$ cat src/rtl/stap_pkg.sv
/*
 * Package for the SRAM boundary-scan test access port: controller states,
 * instruction codes, widths and reset values.
 * Assumes a single system clock that oversamples the test clock.
 */
package stap_pkg;

    // Controller states, one-hot.
    typedef enum logic [15:0] {
        ST_RESET     = 16'h0001,
        ST_IDLE      = 16'h0002,
        ST_SEL_DR    = 16'h0004,
        ST_CAP_DR    = 16'h0008,
        ST_SHIFT_DR  = 16'h0010,
        ST_EXIT1_DR  = 16'h0020,
        ST_PAUSE_DR  = 16'h0040,
        ST_EXIT2_DR  = 16'h0080,
        ST_UPD_DR    = 16'h0100,
        ST_SEL_IR    = 16'h0200,
        ST_CAP_IR    = 16'h0400,
        ST_SHIFT_IR  = 16'h0800,
        ST_EXIT1_IR  = 16'h1000,
        ST_PAUSE_IR  = 16'h2000,
        ST_EXIT2_IR  = 16'h4000,
        ST_UPD_IR    = 16'h8000
    } stap_state_t;

    // Instruction register width and codes.
    localparam int          IR_W        = 3;
    localparam logic [2:0]  INS_EXTEST  = 3'h0;
    localparam logic [2:0]  INS_IDCODE  = 3'h1;
    localparam logic [2:0]  INS_SAMPLE  = 3'h2;
    localparam logic [2:0]  INS_BYPASS  = 3'h7;
    localparam logic [2:0]  IR_RESET    = INS_IDCODE;

    // Low instruction bits loaded on capture.
    localparam logic [1:0]  IR_CAP_PAT  = 2'h1;

    // Identification register width and an arbitrary neutral code.
    localparam int          ID_W        = 32;
    localparam logic [31:0] ID_CODE     = 32'h0000_0001;

    // High-TMS edges that force the reset state.
    localparam logic [2:0]  RESET_EDGES = 3'h5;

endpackage : stap_pkg

$ cat src/rtl/stap_port.sv
/*
 * Test access port of a synchronous SRAM, oversampled on clk.
 * Assumes clk runs well faster than the test clock; test pins arrive
 * asynchronously and are synchronised before use. Boundary register
 * contents are outside this block; its serial end comes in on bsr_tdo.
 */
// Operation
// Port starts in reset, inert without clock
// Undriven TMS or TDI reads as one
// Sample on rising, change output on falling
// Sampled TMS steers the state machine
// Serial register chosen by state and instruction
// Output enabled only while shifting a register
// Five high TMS edges reach reset
// Follow the sixteen-state transition graph
// Three-bit instruction, preset to identification code
// Capture loads 01 into low bits
// New instruction acts only at update
// Bypass is a single bit stage
`timescale 1ns/1ps
module stap_port
    import stap_pkg::*;
(
    // System clock and reset.
    input  wire logic           clk,
    input  wire logic           rstn,
    // Test pins; drive_n low means the pin is driven by the master.
    input  wire logic           tck,
    input  wire logic           tms,
    input  wire logic           tms_drive_n,
    input  wire logic           tdi,
    input  wire logic           tdi_drive_n,
    output logic                tdo,
    output logic                tdo_oe,
    // Boundary register serial link and its controls.
    input  wire logic           bsr_tdo,
    output logic                bsr_capture,
    output logic                bsr_shift,
    output logic                bsr_update,
    output logic [IR_W-1:0]     ir_active
);

    // Two-stage synchronisers; the first stage feeds only the second.
    // Drive flags are synchronised apart so no gate sees a raw pin.
    logic [1:0] tck_s_reg;
    logic [1:0] tms_s_reg;
    logic [1:0] tdi_s_reg;
    logic [1:0] tmsu_s_reg;
    logic [1:0] tdiu_s_reg;
    logic       tck_d_reg;
    always_ff @(posedge clk or negedge rstn) begin
        if (!rstn) begin
            tck_s_reg  <= 2'h0;
            tms_s_reg  <= 2'h3;
            tdi_s_reg  <= 2'h3;
            tmsu_s_reg <= 2'h0;
            tdiu_s_reg <= 2'h0;
            tck_d_reg  <= 1'h0;
        end else begin
            tck_s_reg  <= {tck_s_reg[0], tck};
            tms_s_reg  <= {tms_s_reg[0], tms};
            tdi_s_reg  <= {tdi_s_reg[0], tdi};
            tmsu_s_reg <= {tmsu_s_reg[0], tms_drive_n};
            tdiu_s_reg <= {tdiu_s_reg[0], tdi_drive_n};
            tck_d_reg  <= tck_s_reg[1];
        end
    end

    logic tck_rise;
    logic tck_fall;
    // Edge detection of the test clock.
    assign tck_rise = tck_s_reg[1] & ~tck_d_reg;
    assign tck_fall = ~tck_s_reg[1] & tck_d_reg;

    // Controller state and the serial registers.
    stap_state_t        state_reg, state_next;
    logic [IR_W-1:0]    ir_sh_reg, ir_sh_next;
    logic [IR_W-1:0]    ir_reg, ir_next;
    logic [ID_W-1:0]    id_sh_reg, id_sh_next;
    logic               byp_reg, byp_next;
    logic               tdo_reg, tdo_next;
    logic               oe_reg, oe_next;
    logic               cap_reg, cap_next;
    logic               sh_reg, sh_next;
    logic               upd_reg, upd_next;
    logic               tmsv;
    logic               tdiv;

    // Undriven TMS or TDI reads as one.
    assign tmsv = tms_s_reg[1] | tmsu_s_reg[1];
    assign tdiv = tdi_s_reg[1] | tdiu_s_reg[1];

    // Next state and register contents, computed from sampled pins.
    always_comb begin
        state_next = state_reg;
        ir_sh_next = ir_sh_reg;
        ir_next    = ir_reg;
        id_sh_next = id_sh_reg;
        byp_next   = byp_reg;
        tdo_next   = tdo_reg;
        oe_next    = oe_reg;
        cap_next   = 1'b0;
        sh_next    = 1'b0;
        upd_next   = 1'b0;
        if (tck_rise) begin
            // TMS picks the successor.
            // Standard transition graph; five ones always reach reset.
            // Every path reaches reset within five high edges.
            case (state_reg)
                ST_RESET:    state_next = tmsv ? ST_RESET : ST_IDLE;
                ST_IDLE:     state_next = tmsv ? ST_SEL_DR : ST_IDLE;
                ST_SEL_DR:   state_next = tmsv ? ST_SEL_IR : ST_CAP_DR;
                ST_CAP_DR:   state_next = tmsv ? ST_EXIT1_DR : ST_SHIFT_DR;
                ST_SHIFT_DR: state_next = tmsv ? ST_EXIT1_DR : ST_SHIFT_DR;
                ST_EXIT1_DR: state_next = tmsv ? ST_UPD_DR : ST_PAUSE_DR;
                ST_PAUSE_DR: state_next = tmsv ? ST_EXIT2_DR : ST_PAUSE_DR;
                ST_EXIT2_DR: state_next = tmsv ? ST_UPD_DR : ST_SHIFT_DR;
                ST_UPD_DR:   state_next = tmsv ? ST_SEL_DR : ST_IDLE;
                ST_SEL_IR:   state_next = tmsv ? ST_RESET : ST_CAP_IR;
                ST_CAP_IR:   state_next = tmsv ? ST_EXIT1_IR : ST_SHIFT_IR;
                ST_SHIFT_IR: state_next = tmsv ? ST_EXIT1_IR : ST_SHIFT_IR;
                ST_EXIT1_IR: state_next = tmsv ? ST_UPD_IR : ST_PAUSE_IR;
                ST_PAUSE_IR: state_next = tmsv ? ST_EXIT2_IR : ST_PAUSE_IR;
                ST_EXIT2_IR: state_next = tmsv ? ST_UPD_IR : ST_SHIFT_IR;
                ST_UPD_IR:   state_next = tmsv ? ST_SEL_DR : ST_IDLE;
                default:     state_next = ST_RESET;
            endcase
            // Actions of the state being left at this rising edge.
            case (state_reg)
                ST_CAP_IR: begin
                    // Capture pattern in the low bits.
                    ir_sh_next = {ir_reg[IR_W-1:2], IR_CAP_PAT};
                end
                ST_SHIFT_IR: begin
                    ir_sh_next = {tdiv, ir_sh_reg[IR_W-1:1]};
                end
                ST_UPD_IR: begin
                    // Instruction takes effect only here.
                    ir_next = ir_sh_reg;
                end
                ST_CAP_DR: begin
                    id_sh_next = ID_CODE;
                    byp_next   = 1'b0;
                    cap_next   = 1'b1;
                end
                ST_SHIFT_DR: begin
                    id_sh_next = {tdiv, id_sh_reg[ID_W-1:1]};
                    // One-bit bypass stage.
                    byp_next   = tdiv;
                    sh_next    = 1'b1;
                end
                ST_UPD_DR: begin
                    upd_next   = 1'b1;
                end
                default: begin
                end
            endcase
            // Preset to identification on entry to reset.
            if (state_next == ST_RESET) begin
                ir_next = IR_RESET;
            end
        end
        if (tck_fall) begin
            // Output updates on the falling edge only.
            // Register chosen by state and instruction.
            // Driver on only while shifting.
            oe_next = (state_reg == ST_SHIFT_IR) ||
                      (state_reg == ST_SHIFT_DR);
            if (state_reg == ST_SHIFT_IR) begin
                tdo_next = ir_sh_reg[0];
            end else if (state_reg == ST_SHIFT_DR) begin
                if (ir_reg == INS_IDCODE) begin
                    tdo_next = id_sh_reg[0];
                end else if (ir_reg == INS_EXTEST ||
                             ir_reg == INS_SAMPLE) begin
                    tdo_next = bsr_tdo;
                end else begin
                    tdo_next = byp_reg;
                end
            end else begin
                tdo_next = 1'b0;
            end
        end
    end

    // Registers; reset leaves the port inert in its reset state.
    // Power-up reset state.
    always_ff @(posedge clk or negedge rstn) begin
        if (!rstn) begin
            state_reg <= ST_RESET;
            ir_sh_reg <= IR_RESET;
            ir_reg    <= IR_RESET;
            id_sh_reg <= ID_CODE;
            byp_reg   <= 1'b0;
            tdo_reg   <= 1'b0;
            oe_reg    <= 1'b0;
            cap_reg   <= 1'b0;
            sh_reg    <= 1'b0;
            upd_reg   <= 1'b0;
        end else begin
            state_reg <= state_next;
            ir_sh_reg <= ir_sh_next;
            ir_reg    <= ir_next;
            id_sh_reg <= id_sh_next;
            byp_reg   <= byp_next;
            tdo_reg   <= tdo_next;
            oe_reg    <= oe_next;
            cap_reg   <= cap_next;
            sh_reg    <= sh_next;
            upd_reg   <= upd_next;
        end
    end

    assign tdo         = tdo_reg;
    assign tdo_oe      = oe_reg;
    assign bsr_capture = cap_reg;
    assign bsr_shift   = sh_reg;
    assign bsr_update  = upd_reg;
    assign ir_active   = ir_reg;

    // Helper: consecutive high-TMS rising edges, saturating at the limit.
    logic [2:0] ones_cnt_reg;
    logic [2:0] ones_cnt_next;
    always_comb begin
        ones_cnt_next = ones_cnt_reg;
        if (tck_rise) begin
            if (!tmsv) begin
                ones_cnt_next = 3'h0;
            end else if (ones_cnt_reg != RESET_EDGES) begin
                ones_cnt_next = ones_cnt_reg + 3'h1;
            end
        end
    end

    // Helper counter register.
    always_ff @(posedge clk or negedge rstn) begin
        if (!rstn) begin
            ones_cnt_reg <= 3'h0;
        end else begin
            ones_cnt_reg <= ones_cnt_next;
        end
    end
endmodule : stap_port

$ cat config.mk
export PLATFORM = sky130hd
export DESIGN_NAME = stap_port
export DESIGN_NICKNAME = d
export VERILOG_FILES = /design/src/rtl/stap_pkg.sv /design/src/rtl/stap_port.sv
export SDC_FILE = /design/constraint.sdc
export NUM_CORES = 1
export LEC_CHECK = 0
export BUFFER_PORTS_ARGS = -buffer_cell sky130_fd_sc_hd__buf_2
export CAP_MARGIN = 20
export CORE_ASPECT_RATIO = 0.8
export CORE_MARGIN = 3
export CORE_UTILIZATION = 55
export CTS_CLUSTER_DIAMETER = 80
export CTS_CLUSTER_SIZE = 40
export DETAILED_ROUTE_END_ITERATION = 8
export GPL_ROUTABILITY_DRIVEN = 0
export GPL_TIMING_DRIVEN = 0
export PLACE_DENSITY = 0.73
export SLEW_MARGIN = 25
export SYNTH_ARGS = -nofsm -noshare
export SYNTH_HDL_FRONTEND = slang
export SYNTH_SLANG_ARGS = --single-unit
$ cat constraint.sdc
create_clock -name clk -period 2.3 [get_ports clk]
set_input_delay 0.23 -clock clk [delete_from_list [all_inputs] [get_ports clk]]
set_output_delay 0.23 -clock clk [all_outputs]
set_load 0.005 [all_outputs]
**Word level (Yosys, flattened, before mapping)**

Cells that the tools add are included.

- Eq/ne operators: 19
- Muxes and demuxes: 29
- Bitwise logic cells: 6
- Reductions and logical operators: 12

Operator list:

| kind | count |
|---|---|
| 16-bit one-hot mux with 12 select lines | 1 |
| 32-bit one-hot mux with 2 select lines | 1 |
| 16-bit two-way mux | 3 |
| 16-bit by 1-bit equality test with 1-bit output (second input constant) | 2 |
| 9-bit two-way mux | 2 |
| 16-bit by 10-bit equality test with 1-bit output (second input constant) | 1 |
| 16-bit by 11-bit equality test with 1-bit output (second input constant) | 1 |
| 16-bit by 12-bit equality test with 1-bit output (second input constant) | 1 |
| 16-bit by 13-bit equality test with 1-bit output (second input constant) | 1 |
| 16-bit by 14-bit equality test with 1-bit output (second input constant) | 1 |
| 16-bit by 15-bit equality test with 1-bit output (second input constant) | 1 |
| 16-bit equality test (second input constant) | 1 |
| 16-bit by 2-bit equality test with 1-bit output (second input constant) | 1 |
| 16-bit by 3-bit equality test with 1-bit output (second input constant) | 1 |
| 16-bit by 4-bit equality test with 1-bit output (second input constant) | 1 |
| 16-bit by 5-bit equality test with 1-bit output (second input constant) | 1 |
| 16-bit by 6-bit equality test with 1-bit output (second input constant) | 1 |
| 16-bit by 7-bit equality test with 1-bit output (second input constant) | 1 |
| 16-bit by 8-bit equality test with 1-bit output (second input constant) | 1 |
| 16-bit by 9-bit equality test with 1-bit output (second input constant) | 1 |
| 15-bit two-way mux | 1 |
| 13-bit two-way mux | 1 |
| 11-bit two-way mux | 1 |
| 1-bit two-way mux | 10 |
| other kinds (18) | 29 |

- Flip-flop bits (word level): 71
- Input bits: 8
- Output and inout port bits: 8
- Word-level logic and storage cells: 82

**Depth between registers and ports, before layout**

Gate-level depths: netlist (run 1).

- Word-level depth: 7
- Mapped depth: 9

**Worst setup path after synthesis (run 1)**

No wires, ideal clock.

- Path type: reg2reg
- From: register state_reg[5]
- To: register ir_reg[1], in the netlist ir_active[1]
- Setup time: 0.065 ns
- Arrival time: 1.728 ns
- Data required time: 2.235 ns
- Slack: 0.506 ns
- Cell stages (with the launch flop): 8
- Buffers on the path: 1
- Period minus slack after synthesis: 1.794 ns
- Path through: dfrtp_1 buf_6 nor4_4 and3_4 and3_4 nor3_2 a21oi_2 a31o_1

- Longest elaborated chain between the ends: 7
- Elaborated cells between the ends (all ways): 25

RTL lines:

| what | RTL line | text |
|---|---|---|
| start: declaration | stap_port.sv:76 | `stap_state_t state_reg, state_next;` |
| start signal: assignment | stap_port.sv:201 | `state_reg <= state_next;` |
| 16-bit by 9-bit equality test with 1-bit output (tied with other cells) | stap_port.sv:109 | `case (state_reg)` |
| 3-bit OR reduction (no line) or 2-bit OR reduction (tied branches) | - |  |
| 16-bit one-hot mux with 12 select lines | stap_port.sv:109 |  |
| 16-bit two-way mux | stap_port.sv:105 | `if (tck_rise) begin` |
| 16-bit by 1-bit equality test with 1-bit output | stap_port.sv:159 | `if (state_next == ST_RESET) begin` |
| 2-bit nonzero test (no line) | - |  |
| 2-bit AND reduction (no line) | - |  |
| end signal: assignment | stap_port.sv:203 | `ir_reg <= ir_next;` |
| end: declaration | stap_port.sv:78 | `logic [IR_W-1:0] ir_reg, ir_next;` |

Several ways; a longest one is shown, not always the timed one. The select of a mux whose other input is x is not followed.
A chain may end at the register's enable or synchronous reset.

**Worst setup path after layout (run 1)**

- From: register state_reg[13]
- To: register id_sh_reg[15]

- Longest elaborated chain between the ends: 3
- Elaborated cells between the ends (all ways): 5

RTL lines:

| what | RTL line | text |
|---|---|---|
| 16-bit by 5-bit equality test with 1-bit output or 16-bit by 4-bit equality test with 1-bit output (tied branches) | stap_port.sv:129 | `case (state_reg)` |
| 2-bit nonzero test (no line) | - |  |
| 2-bit AND reduction (no line) | - |  |
| end signal: assignment | stap_port.sv:204 | `id_sh_reg <= id_sh_next;` |
| end: declaration | stap_port.sv:79 | `logic [ID_W-1:0] id_sh_reg, id_sh_next;` |

Several ways; a longest one is shown, not always the timed one.

==> results by group, run 1 <==
Outcome
  – Status: finished, final reports clean

Critical path
  – R2R Path Start: state_reg[13]
  – Worst R2R Path Depth: 8
  – R2R Setup Slk: 0.15 ns
  – Cell Chain, Critical Path: buf_2 -> nor4_4 -> nand2_2 -> nor2_1 -> nand3_1 -> clkbuf_2 -> nand2_1 -> o21ai_0
  – CP startpoint: state_reg[13]
  – Critical Path Sink Type: flip-flop
  – CP peak stage delay: 0.41 ns
  – Worst R2R End: id_sh_reg[15]
  – Required @ worst endpoint: around 2.5 ns
  – Slowest cell on the critical path: nor4_4
  – Data arrival, critical path: 2.36 ns
  – Crit start category: flip-flop
  – Critical path class: flip-flop to flip-flop
  – Crit-path max FO: 10

Yosys
  – Syn_nets: 345
  – Ys flop type: dfrtp_1
  – Seq/Total Area, Yosys: a little under three fifths
  – Largest cells by area after synthesis: dfrtp_1 48%, nand2_1 11%, dfstp_2 6.6%, o21ai_0 6.1%, nor4_4 2.7%
  – Yosys top cell area share: ~48%
  – Netlist cell types: 46
  – Synthesized area: 0.00320 sq mm
  – Yosys Warn Count: 0
  – Cell accounting for the most synthesized area: dfrtp_1
  – Seq cells post-synth: 70
  – Post-synth EDFFs: 0
  – Post-synthesis instance total: 337
  – Async set-reset flop share out of synthesis: between 90% and 100%
  – Mean Syn Cell Area: 9.49 sq um

Global route
  – Gr usage total: 21.2%
  – Global-route wire length before repair: 11.1 mm
  – GRT overflow: 0
  – Largest net degree at the start of global routing: 49
  – Initial antenna violation count: 0
  – Number of global-route vias before repair: roughly 2300

Route
  – # DRC: 0
  – First-pass detailed-route iteration total: 4
  – Initial drt markers: 265
  – Routed vias/inst: 5.52
  – Final wirelength: between 6 and 7 mm
  – WL per Instance: 14.1 microns
  – DR vias: 2501
  – Post-DRT Antenna Nets: 0

Timing
  – Final Setup Violations: 0
  – Worst hold margin: 0.327 ns
  – Worst slew pin tran: 0.653 ns
  – Slew Viols, Final: 0
  – Fmax: 0.465 GHz
  – Setup_tns: 0 ns
  – Final-report hold violation count: 0
  – Clock Skews: 0.00936 ns
  – Slew HR: 56.0%
  – Final period util: between 90% and 100%
  – RSZ-0062 raised after global routing: no
  – Fin crit period: 2.15 ns

Clocking
  – Setup Buffers After CTS: 0
  – Worst-Skew Late Latency: 0.35 ns
  – CTS tree: yes
  – CTS buffer count: 9
  – Worst-path clk slew: 0.07 ns
  – CTS sink count: 70
  – Max H-tree Level: 3
  – Max clock buf depth: 2
  – Root Driver: clkbuf_8

Placement
  – DP Area: 0.00340 sq mm
  – Detail Placement HPWL: 4.39 mm
  – Port Buffers: 15

Floorplan
  – I/O pin count: 16
  – Num rows: 24
  – Die area: 0.00677 sq mm
  – Die outline height: about 74 microns
  – Starting Density: between 50 and 60%
  – Core ar.: 0.00553 sq mm
  – Die Width: just over 90 microns

Run
  – Max_cap viols: 0

Final layout
  – Final Cell Area: 0.00365 sq mm
  – Seq. cell area: roughly 0.0018 sq mm
  – N_diodes: 0
  – Max FFs per register: 32
  – NumNets Final: around 380
  – Area of the multi-input gates: 0.00131 sq mm
  – Layout area overhead: 14.1%
  – Share of layout cells above drive strength 1: approximately 17%
  – Fillers: 488
  – Fin util: 66.1%

Pwr
  – Final Power: roughly 2.7 mW
  – Leakage dissipation: 1.64 nW
  – Worst vdd ir: about 480 uV
  – Cell Pwr Density: about 740 mW/mm^2

Min path
  – Hold Crit Class: primary input to async pin
==> layout by cell type (no fill, tap or decap), types with 3 or more instances in the layout <==
cell type	instances
nor4b_1	3
nand2_1	96
dfrtp_1	62
a21oi_1	5
nand3_1	7
dfstp_2	8
nand4_1	3
dlygate4sd3_1	6
buf_4	6
nor2_1	19
inv_1	4
o21ai_1	12
o21ai_0	39
clkbuf_8	9
buf_2	20
xor2_1	4
clkbuf_1	9
nor2b_1	3
xnor2_1	4
nor4_4	4
nor3_1	7
o31ai_1	3
==> per-layer routing <==
metal / part of all wire [%] / routed length (microns) / track usage (%) / vias to the layer above
met3: 4.9 / 315 / 6.77 / 12
met5: 0 / 0 / 0 / -
li1: - / - / - / 1219
met4: 1.3 / 82 / 6.52 / 0
met2: 41 / 2640 / 29.5 / 62
met1: 52 / 3350 / 31.7 / 1208
==> cell type report <==
cell class | count | area share (%)
Timing Repair Buffer | 22 | 4.53
Multi-Input combinational cell | 242 | 35.8
Inverter | 4 | 0.411
Clock buffer | 12 | 3.70
Sequential cell | 70 | 48.3
Buffer | 21 | 3.36
Tap cell | 78 | 2.67
Clock inverter | 4 | 1.30
==> cell usage after synthesis, types with 4 or more instances <==
library cell	instances
nand2_1	97
dfrtp_1	62
o21ai_0	39
nor2_1	19
o21ai_1	12
clkbuf_1	8
dfstp_2	8
nand3_1	7
nor3_1	7
buf_2	6
a21oi_1	5
buf_4	5
inv_1	4
nor4_4	4
xnor2_1	4
xor2_1	4
==> through the flow <==
stage,setup slack [ns],cells
floorplan,0.506,337
global placement,0.158,430
detailed placement,0.0981,431
CTS,0.0593,453
global route,0.00533,453
finish,0.151,453
==> logic make-up after synthesis <==
logic type | after synthesis | share of synthesized area [%]
compound gates | 73 | 13.4
flops | 70 | 55.1
mux | 1 | 0.313
simple gates | 160 | 24.8
buf+inv | 25 | 4.22
xor+xnor | 8 | 2.19
==> critical path, delay by kind of cell (launching register included) <==
kind	cells	cell delay, ns
AO/OA/AOI/OAI	1	0.08
buffers and inverters	2	0.46
flip-flops	1	0.36
AND/OR/NAND/NOR	5	1.11
==> power by group <==
| group | switching (mW) | internal [mW] | total, mW |
|---|---|---|---|
| Combinational | 0.259 | 0.164 | 0.423 |
| Sequential | 0.0332 | 1.28 | 1.32 |
| Clock | 0.445 | 0.498 | 0.943 |
| Total | 0.737 | 1.95 | 2.68 |
==> worst max-delay path by stage <==
stage	to	slack, ns	cells after the start
5_1_grt	ir_active[2]	0.005	7
4_1_cts	id_sh_reg[19]	0.06	8
6_report	id_sh_reg[15]	0.15	8
3_3_place_gp	id_sh_reg[15]	0.16	8
3_5_place_dp	id_sh_reg[19]	0.1	8
2_1_floorplan	ir_active[1]	0.51	7
==> timing repair <==
item,CTS,global route
setup endpoints to repair,0,22
hold endpoints to repair,23,0
gates resized for setup,0,5
hold buffers,6,0
(Power assumes the default switching activity.)
==> inputs of run 2 (changes only) <==
--- a/config.mk
+++ b/config.mk
@@ -9,13 +9,13 @@
 export CAP_MARGIN = 20
 export CORE_ASPECT_RATIO = 0.8
 export CORE_MARGIN = 3
-export CORE_UTILIZATION = 55
+export CORE_UTILIZATION = 60
 export CTS_CLUSTER_DIAMETER = 80
 export CTS_CLUSTER_SIZE = 40
 export DETAILED_ROUTE_END_ITERATION = 8
 export GPL_ROUTABILITY_DRIVEN = 0
 export GPL_TIMING_DRIVEN = 0
-export PLACE_DENSITY = 0.73
+export PLACE_DENSITY = 0.78
 export SLEW_MARGIN = 25
 export SYNTH_ARGS = -nofsm -noshare
 export SYNTH_HDL_FRONTEND = slang
==> results by group, run 2 (synthesized netlist as in run 1, its figures left out) <==
Timing
  – Fin crit period: 2.15 ns (+0.00278 ns)
  – Slew Viols, Final: 0 (unchanged)
  – Clock Skews: 0.00992 ns (+0.000567 ns)
  – Final period util: 93.6% (+0.12 points)
  – Final Setup Violations: 0 (unchanged)
  – Worst slew pin tran: 0.603 ns (-0.0492 ns)
  – Final-report hold violation count: 0 (unchanged)
  – Setup_tns: 0 ns (unchanged)
  – Worst hold margin: 0.323 ns (-0.00370 ns)
  – Fmax: 0.465 GHz (-0.13%)
  – Slew HR: 59.4% (+3.3 points)

Route
  – Post-DRT Antenna Nets: 0 (unchanged)
  – Routed vias/inst: 5.74 (+3.9%)
  – WL per Instance: 14.8 microns (+5.2%)
  – Initial drt markers: 203 (-23%)
  – DR vias: 2524 (+0.92%)
  – First-pass detailed-route iteration total: 4 (unchanged)
  – Final wirelength: 6.52 mm (+2.2%)
  – # DRC: 0 (unchanged)

Final layout
  – Final Cell Area: 0.00370 sq mm (+1.3%)
  – Share of layout cells above drive strength 1: 18.5% (+1.2 points)
  – Commonest non-fill, non-tap cell in the layout: nand2_1
  – Layout area overhead: 15.5%
  – Max FFs per register: 32 (unchanged)
  – NumNets Final: 381 (+0.79%)
  – Most frequent cells in the layout: 97 x nand2_1, 62 x dfrtp_1, 39 x o21ai_0
  – N_diodes: 0 (unchanged)

Floorplan
  – Die area: 0.00625 sq mm (-7.7%)
  – Num rows: 23 (-4.2%)
  – Starting Density: 62.8% (+4.9 points)
  – I/O pin count: 16 (unchanged)
  – Die Width: 87.6 microns (-4.0%)
  – Core ar.: 0.00509 sq mm (-7.8%)
  – Die outline height: 71.3 microns (-3.9%)

Critical path
  – R2R Path Start: state_reg[9]
  – R2R Setup Slk: 0.15 ns (about the same)
  – Data arrival, critical path: 2.37 ns (about the same)
  – Critical Path Sink Type: flip-flop
  – Crit-path max FO: 10 (unchanged)
  – Crit start category: flip-flop
  – Worst R2R Path Depth: 8 (unchanged)
  – Worst R2R End: id_sh_reg[16]
  – Required @ worst endpoint: 2.52 ns (about the same)
  – Critical path class: flip-flop to flip-flop

Clocking
  – Root Driver: clkbuf_8
  – CTS tree: yes
  – CTS sink count: 70 (unchanged)
  – Max clock buf depth: 2 (unchanged)
  – CTS buffer count: 9 (unchanged)
  – Max H-tree Level: 3 (unchanged)
  – Worst-path clk slew: 0.08 ns (about the same)
  – Worst-Skew Late Latency: 0.35 ns (about the same)

Min path
  – Hold Crit Class: primary input to async pin

Pwr
  – Cell Pwr Density: 784 mW/mm^2 (+6.7%)
  – Worst vdd ir: 488 uV (+2.6%)
  – Leakage dissipation: 1.68 nW (+2.3%)
  – Final Power: 2.90 mW (+8.1%)

Run
  – Max_cap viols: 0 (unchanged)

Global route
  – Initial antenna violation count: 0 (unchanged)
  – Number of global-route vias before repair: 2344 (+2.8%)
  – Global-route wire length before repair: 11.2 mm (+1.2%)
  – Largest net degree at the start of global routing: 50 (+2.0%)
  – GRT overflow: 0 (unchanged)
  – Gr usage total: 23.5% (+2.3 points)

Placement
  – DP Area: 0.00338 sq mm (-0.59%)
  – Port Buffers: 15 (unchanged)
  – Detail Placement HPWL: 4.35 mm (-0.88%)

Outcome
  – Status: finished, final reports clean
==> run 2: layer usage <==
metal / GRT usage, % / share of wire, %
met5: 0 / 0
met4: 9.54 / 2.1
met3: 7.47 / 7.5
met2: 31.4 / 42
met1: 35.4 / 48
==> run 2: cell type report <==
cell class | instances | area (sq um)
flip-flops and latches | 70 | 1760
repair buffers | 25 | 188
inverters | 4 | 15.0
well taps | 62 | 77.6
clock inverters | 5 | 82.6
clock buffers | 11 | 141
fillers | 379 | 1400
plain buffers | 21 | 123
multi-input cells | 242 | 1310
==> run 2: worst max path at each step <==
stage                              from       endpoint  slack [ns]  cells after the start
after floorplan            state_reg[5]   ir_active[1]        0.51                      7
after global placement    state_reg[13]  id_sh_reg[15]        0.12                      8
after detailed placement  state_reg[13]  id_sh_reg[16]        0.09                      8
after CTS                 state_reg[13]  id_sh_reg[21]        0.07                      8
after global routing       state_reg[9]  id_sh_reg[28]       -0.02                      8
final                      state_reg[9]  id_sh_reg[16]        0.15                      8
==> run 2: power by group <==
part	internal [mW]	total, mW	switching [mW]
combinational	0.201	0.467	0.265
sequential	1.28	1.32	0.0328
clock	0.643	1.12	0.474
==> run 2: through the flow <==
step | std cells | setup WS, ns | utilization [%]
floorplan | 337 | 0.506 | -
detailed placement | 415 | 0.0867 | 66.4
CTS | 437 | 0.0724 | 72.0
global route | 440 | -0.0164 | 72.6
global placement | 414 | 0.116 | 65.8
finish | 440 | 0.148 | 72.6
==> run 2: critical path, stage by stage, from the launching register on <==
cell      delay, ns
dfrtp_1        0.36
buf_2          0.18
nor4_4         0.39
nand2_1        0.24
nor2_1         0.24
nand3_2        0.19
clkbuf_2       0.24
nand2_1        0.09
o21ai_0        0.08
==> run 2: timing repair <==
action	in CTS	in global routing
resized for setup	0	5
hold endpoints to repair	22	0
setup endpoints to repair	0	30
hold buffers	6	0
buffers inserted	0	3
==> inputs of run 3 (changes only) <==
--- a/config.mk
+++ b/config.mk
@@ -5,6 +5,7 @@
 export SDC_FILE = /design/constraint.sdc
 export NUM_CORES = 1
 export LEC_CHECK = 0
+export ABC_AREA = 1
 export BUFFER_PORTS_ARGS = -buffer_cell sky130_fd_sc_hd__buf_2
 export CAP_MARGIN = 20
 export CORE_ASPECT_RATIO = 0.8
==> results by group, run 3 <==
Final layout
  – Fillers: 348 (-8.2%)
  – Max FFs per register: 32 (unchanged)
  – Commonest non-fill, non-tap cell in the layout: dfrtp_1
  – Fin util: 75.0% (+2.4 points)
  – Layout area overhead: 15.1%
  – NumNets Final: 385 (+1.0%)
  – Most frequent cells in the layout: 62 x dfrtp_1, 54 x inv_1, 43 x nand2_1
  – N_diodes: 0 (unchanged)
  – Share of layout cells above drive strength 1: 20.9% (+2.4 points)

Clocking
  – Max H-tree Level: 3 (unchanged)
  – CTS tree: yes
  – Worst-Skew Late Latency: 0.35 ns (about the same)
  – Setup Buffers After CTS: 0 (unchanged)
  – Max clock buf depth: 2 (unchanged)
  – # resized after CTS: 0 (unchanged)
  – CTS sink count: 70 (unchanged)
  – Cts hold-fix bufs: 6 (unchanged)
  – CTS buffer count: 9 (unchanged)
  – Root Driver: clkbuf_8
  – Worst-path clk slew: 0.07 ns (about the same)

Floorplan
  – Die outline height: 70.7 microns (-0.86%)
  – Die area: 0.00614 sq mm (-1.7%)
  – Core ar.: 0.00482 sq mm (-5.4%)
  – Num rows: 22 (-4.3%)
  – Starting Density: 65.2% (+2.4 points)
  – I/O pin count: 16 (unchanged)
  – Die Width: 86.9 microns (-0.88%)

Run
  – Max_cap viols: 0 (unchanged)

Yosys
  – Most frequent cell after synthesis: dfrtp_1
  – Async set-reset flop share out of synthesis: 100% (unchanged)
  – Syn_nets: 352 (+2.0%)
  – Synthesized area: 0.00314 sq mm (-1.9%)
  – Yosys Warn Count: 0 (unchanged)
  – Most frequent cells after synthesis: 62 x dfrtp_1, 54 x inv_1, 43 x nand2_1
  – Post-synthesis instance total: 344 (+2.1%)
  – Seq/Total Area, Yosys: 56.1% (+1.1 points)
  – Netlist cell types: 31 (-33%)
  – Post-synth EDFFs: 0 (unchanged)
  – Yosys top cell area share: 49.4% (+0.93 points)
  – Mean Syn Cell Area: 9.13 sq um (-3.9%)
  – Ys flop type: dfrtp_1
  – Seq cells post-synth: 70 (unchanged)
  – Largest cells by area after synthesis: dfrtp_1 49%, dfstp_2 6.7%, inv_1 6.5%, o22ai_1 6.0%, nand2_1 5.1%
  – Cell accounting for the most synthesized area: dfrtp_1

Pwr
  – Leakage dissipation: 1.74 nW (+3.7%)
  – Cell Pwr Density: 752 mW/mm^2 (-4.1%)
  – Worst vdd ir: 618 uV (+27%)

Timing
  – Worst slew pin tran: 0.751 ns (+0.148 ns)
  – Final period util: 84.6% (-8.9 points)
  – RSZ-0062 raised after global routing: no
  – Slew HR: 49.5% (-9.9 points)
  – Setup_tns: 0 ns (unchanged)
  – Slew Viols, Final: 0 (unchanged)
  – Clock Skews: 0.00760 ns (-0.00233 ns)
  – Fin crit period: 1.95 ns (-0.205 ns)
  – Final-report hold violation count: 0 (unchanged)
  – Final Setup Violations: 0 (unchanged)
  – Fmax: 0.514 GHz (+11%)
  – Worst hold margin: 0.300 ns (-0.0227 ns)

Route
  – WL per Instance: 14.5 microns (-2.5%)
  – DR vias: 2477 (-1.9%)
  – # DRC: 0 (unchanged)
  – Final wirelength: 6.39 mm (-2.0%)
  – Initial drt markers: 210 (+3.4%)
  – First-pass detailed-route iteration total: 5 (+1)
  – Post-DRT Antenna Nets: 0 (unchanged)
  – Routed vias/inst: 5.60 (-2.3%)

Critical path
  – CP Buf/Inv Count: 1 (-1)
  – Critical Path Sink Type: flip-flop
  – Crit-path max FO: 5 (-5)
  – Required @ worst endpoint: 2.54 ns (+0.02 ns)
  – Cell Chain, Critical Path: nor2_2 -> nand2_2 -> nor2_1 -> nand2_2 -> nand2_2 -> inv_2 -> nand2_1 -> nor2_1 -> nand3_2 -> nand3_2 -> nand2_2 -> nand2_1 -> nand2_1
  – Slowest cell on the critical path: dfstp_2
  – Critical path class: flip-flop to flip-flop
  – CP top delay family: simple AND/OR/NAND/NOR gates
  – Data arrival, critical path: 2.19 ns (-0.18 ns)
  – Crit start category: flip-flop
  – CP most frequent cell: nand2_2
  – CP peak stage delay: 0.57 ns (+0.18 ns)

Global route
  – Initial antenna violation count: 0 (unchanged)
  – Number of global-route vias before repair: 2381 (+1.6%)
  – GRT overflow: 0 (unchanged)
  – Gr usage total: 23.8% (+0.28 points)
  – Largest net degree at the start of global routing: 53 (+6.0%)
  – Global-route wire length before repair: 11.2 mm (-0.61%)

Placement
  – Detail Placement HPWL: 4.46 mm (+2.5%)
  – Port Buffers: 15 (unchanged)

Min path
  – Hold Crit Class: primary input to async pin

Outcome
  – Status: finished, final reports clean
==> run 3: cell count changes in the layout (fill, tap and decap cells not counted), moves of 5 or more <==
cell,previous run,this run
nand3_1,6,23
inv_1,4,54
nand2_1,97,43
nor2_2,1,6
nand2_2,0,7
inv_2,0,6
nor2_1,19,36
o21ai_0,39,13
buf_4,9,1
clkbuf_1,7,2
a21oi_1,5,10
o22ai_1,1,30
o21ai_1,12,2
==> run 3: worst register-to-register path: cells and delay by family (launching register included) <==
family        cells  cell delay (ns)
flops             1             0.57
buf+inv           1             0.10
simple gates     12             1.18
==> run 3: layout make-up <==
type | count | area, sq um | area share [%]
buffer | 10 | 53.8 | 1.49
clock buffer | 11 | 151 | 4.19
clock inverter | 5 | 81.3 | 2.25
inverter | 60 | 225 | 6.23
multi-input combinational | 204 | 1100 | 30.4
sequential | 70 | 1760 | 48.8
tap | 60 | 75.1 | 2.08
timing repair buffer | 22 | 165 | 4.57
==> run 3: worst paths after layout <==
check	startpoint	endpoint	slack [ns]	depth (start not counted)
max in group asynchronous	rstn	tms_s_reg[0]	1.42	3
min in group clk	tck_s_reg[0]	tck_s_reg[1]	0.35	0
setup / recovery	state_reg[0]	ir_active[1]	0.35	13
setup reg to reg	state_reg[0]	ir_active[1]	0.35	13
hold reg to reg	tck_s_reg[0]	tck_s_reg[1]	0.35	0
hold / removal	rstn	id_sh_reg[15]	0.30	2
==> run 3: routing by layer <==
metal / share of wire (%) / global-route usage [%]
met5: 0 / 0
met4: 2.4 / 11.6
met3: 6.7 / 6.64
met2: 43 / 33.4
met1: 48 / 34.0
==> run 3: power by group <==
group / internal (mW) / total [mW] / leakage (nW) / switching, mW
clock: 0.669 / 1.12 / 0.116 / 0.455
combinational: 0.0931 / 0.275 / 0.703 / 0.182
sequential: 1.29 / 1.32 / 0.924 / 0.0334
total: 2.05 / 2.72 / 1.74 / 0.670
==> run 3: logic make-up (layout without fill, tap and decap cells) <==
logic type             count (synthesis)  in the layout  synth area share [%]
multiplexers                           1              1                 0.359
AO/OA/AOI/OAI                         63             63                  12.1
AND/OR/NAND/NOR                      140            140                  22.5
flip-flops                            70             70                  56.1
buffers and inverters                 70            108                  8.89
==> run 3: through the flow <==
stage                     std cells  setup WS (ns)  instance area, sq um  total power [mW]
after detailed placement        420          0.430                  3320              1.60
after global placement          419          0.495                  3290              1.59
after global routing            442          0.137                  3610              2.84
final                           442          0.353                  3610              2.72
after floorplan                 344          0.689                  3140              1.51
after CTS                       442          0.392                  3610              2.75
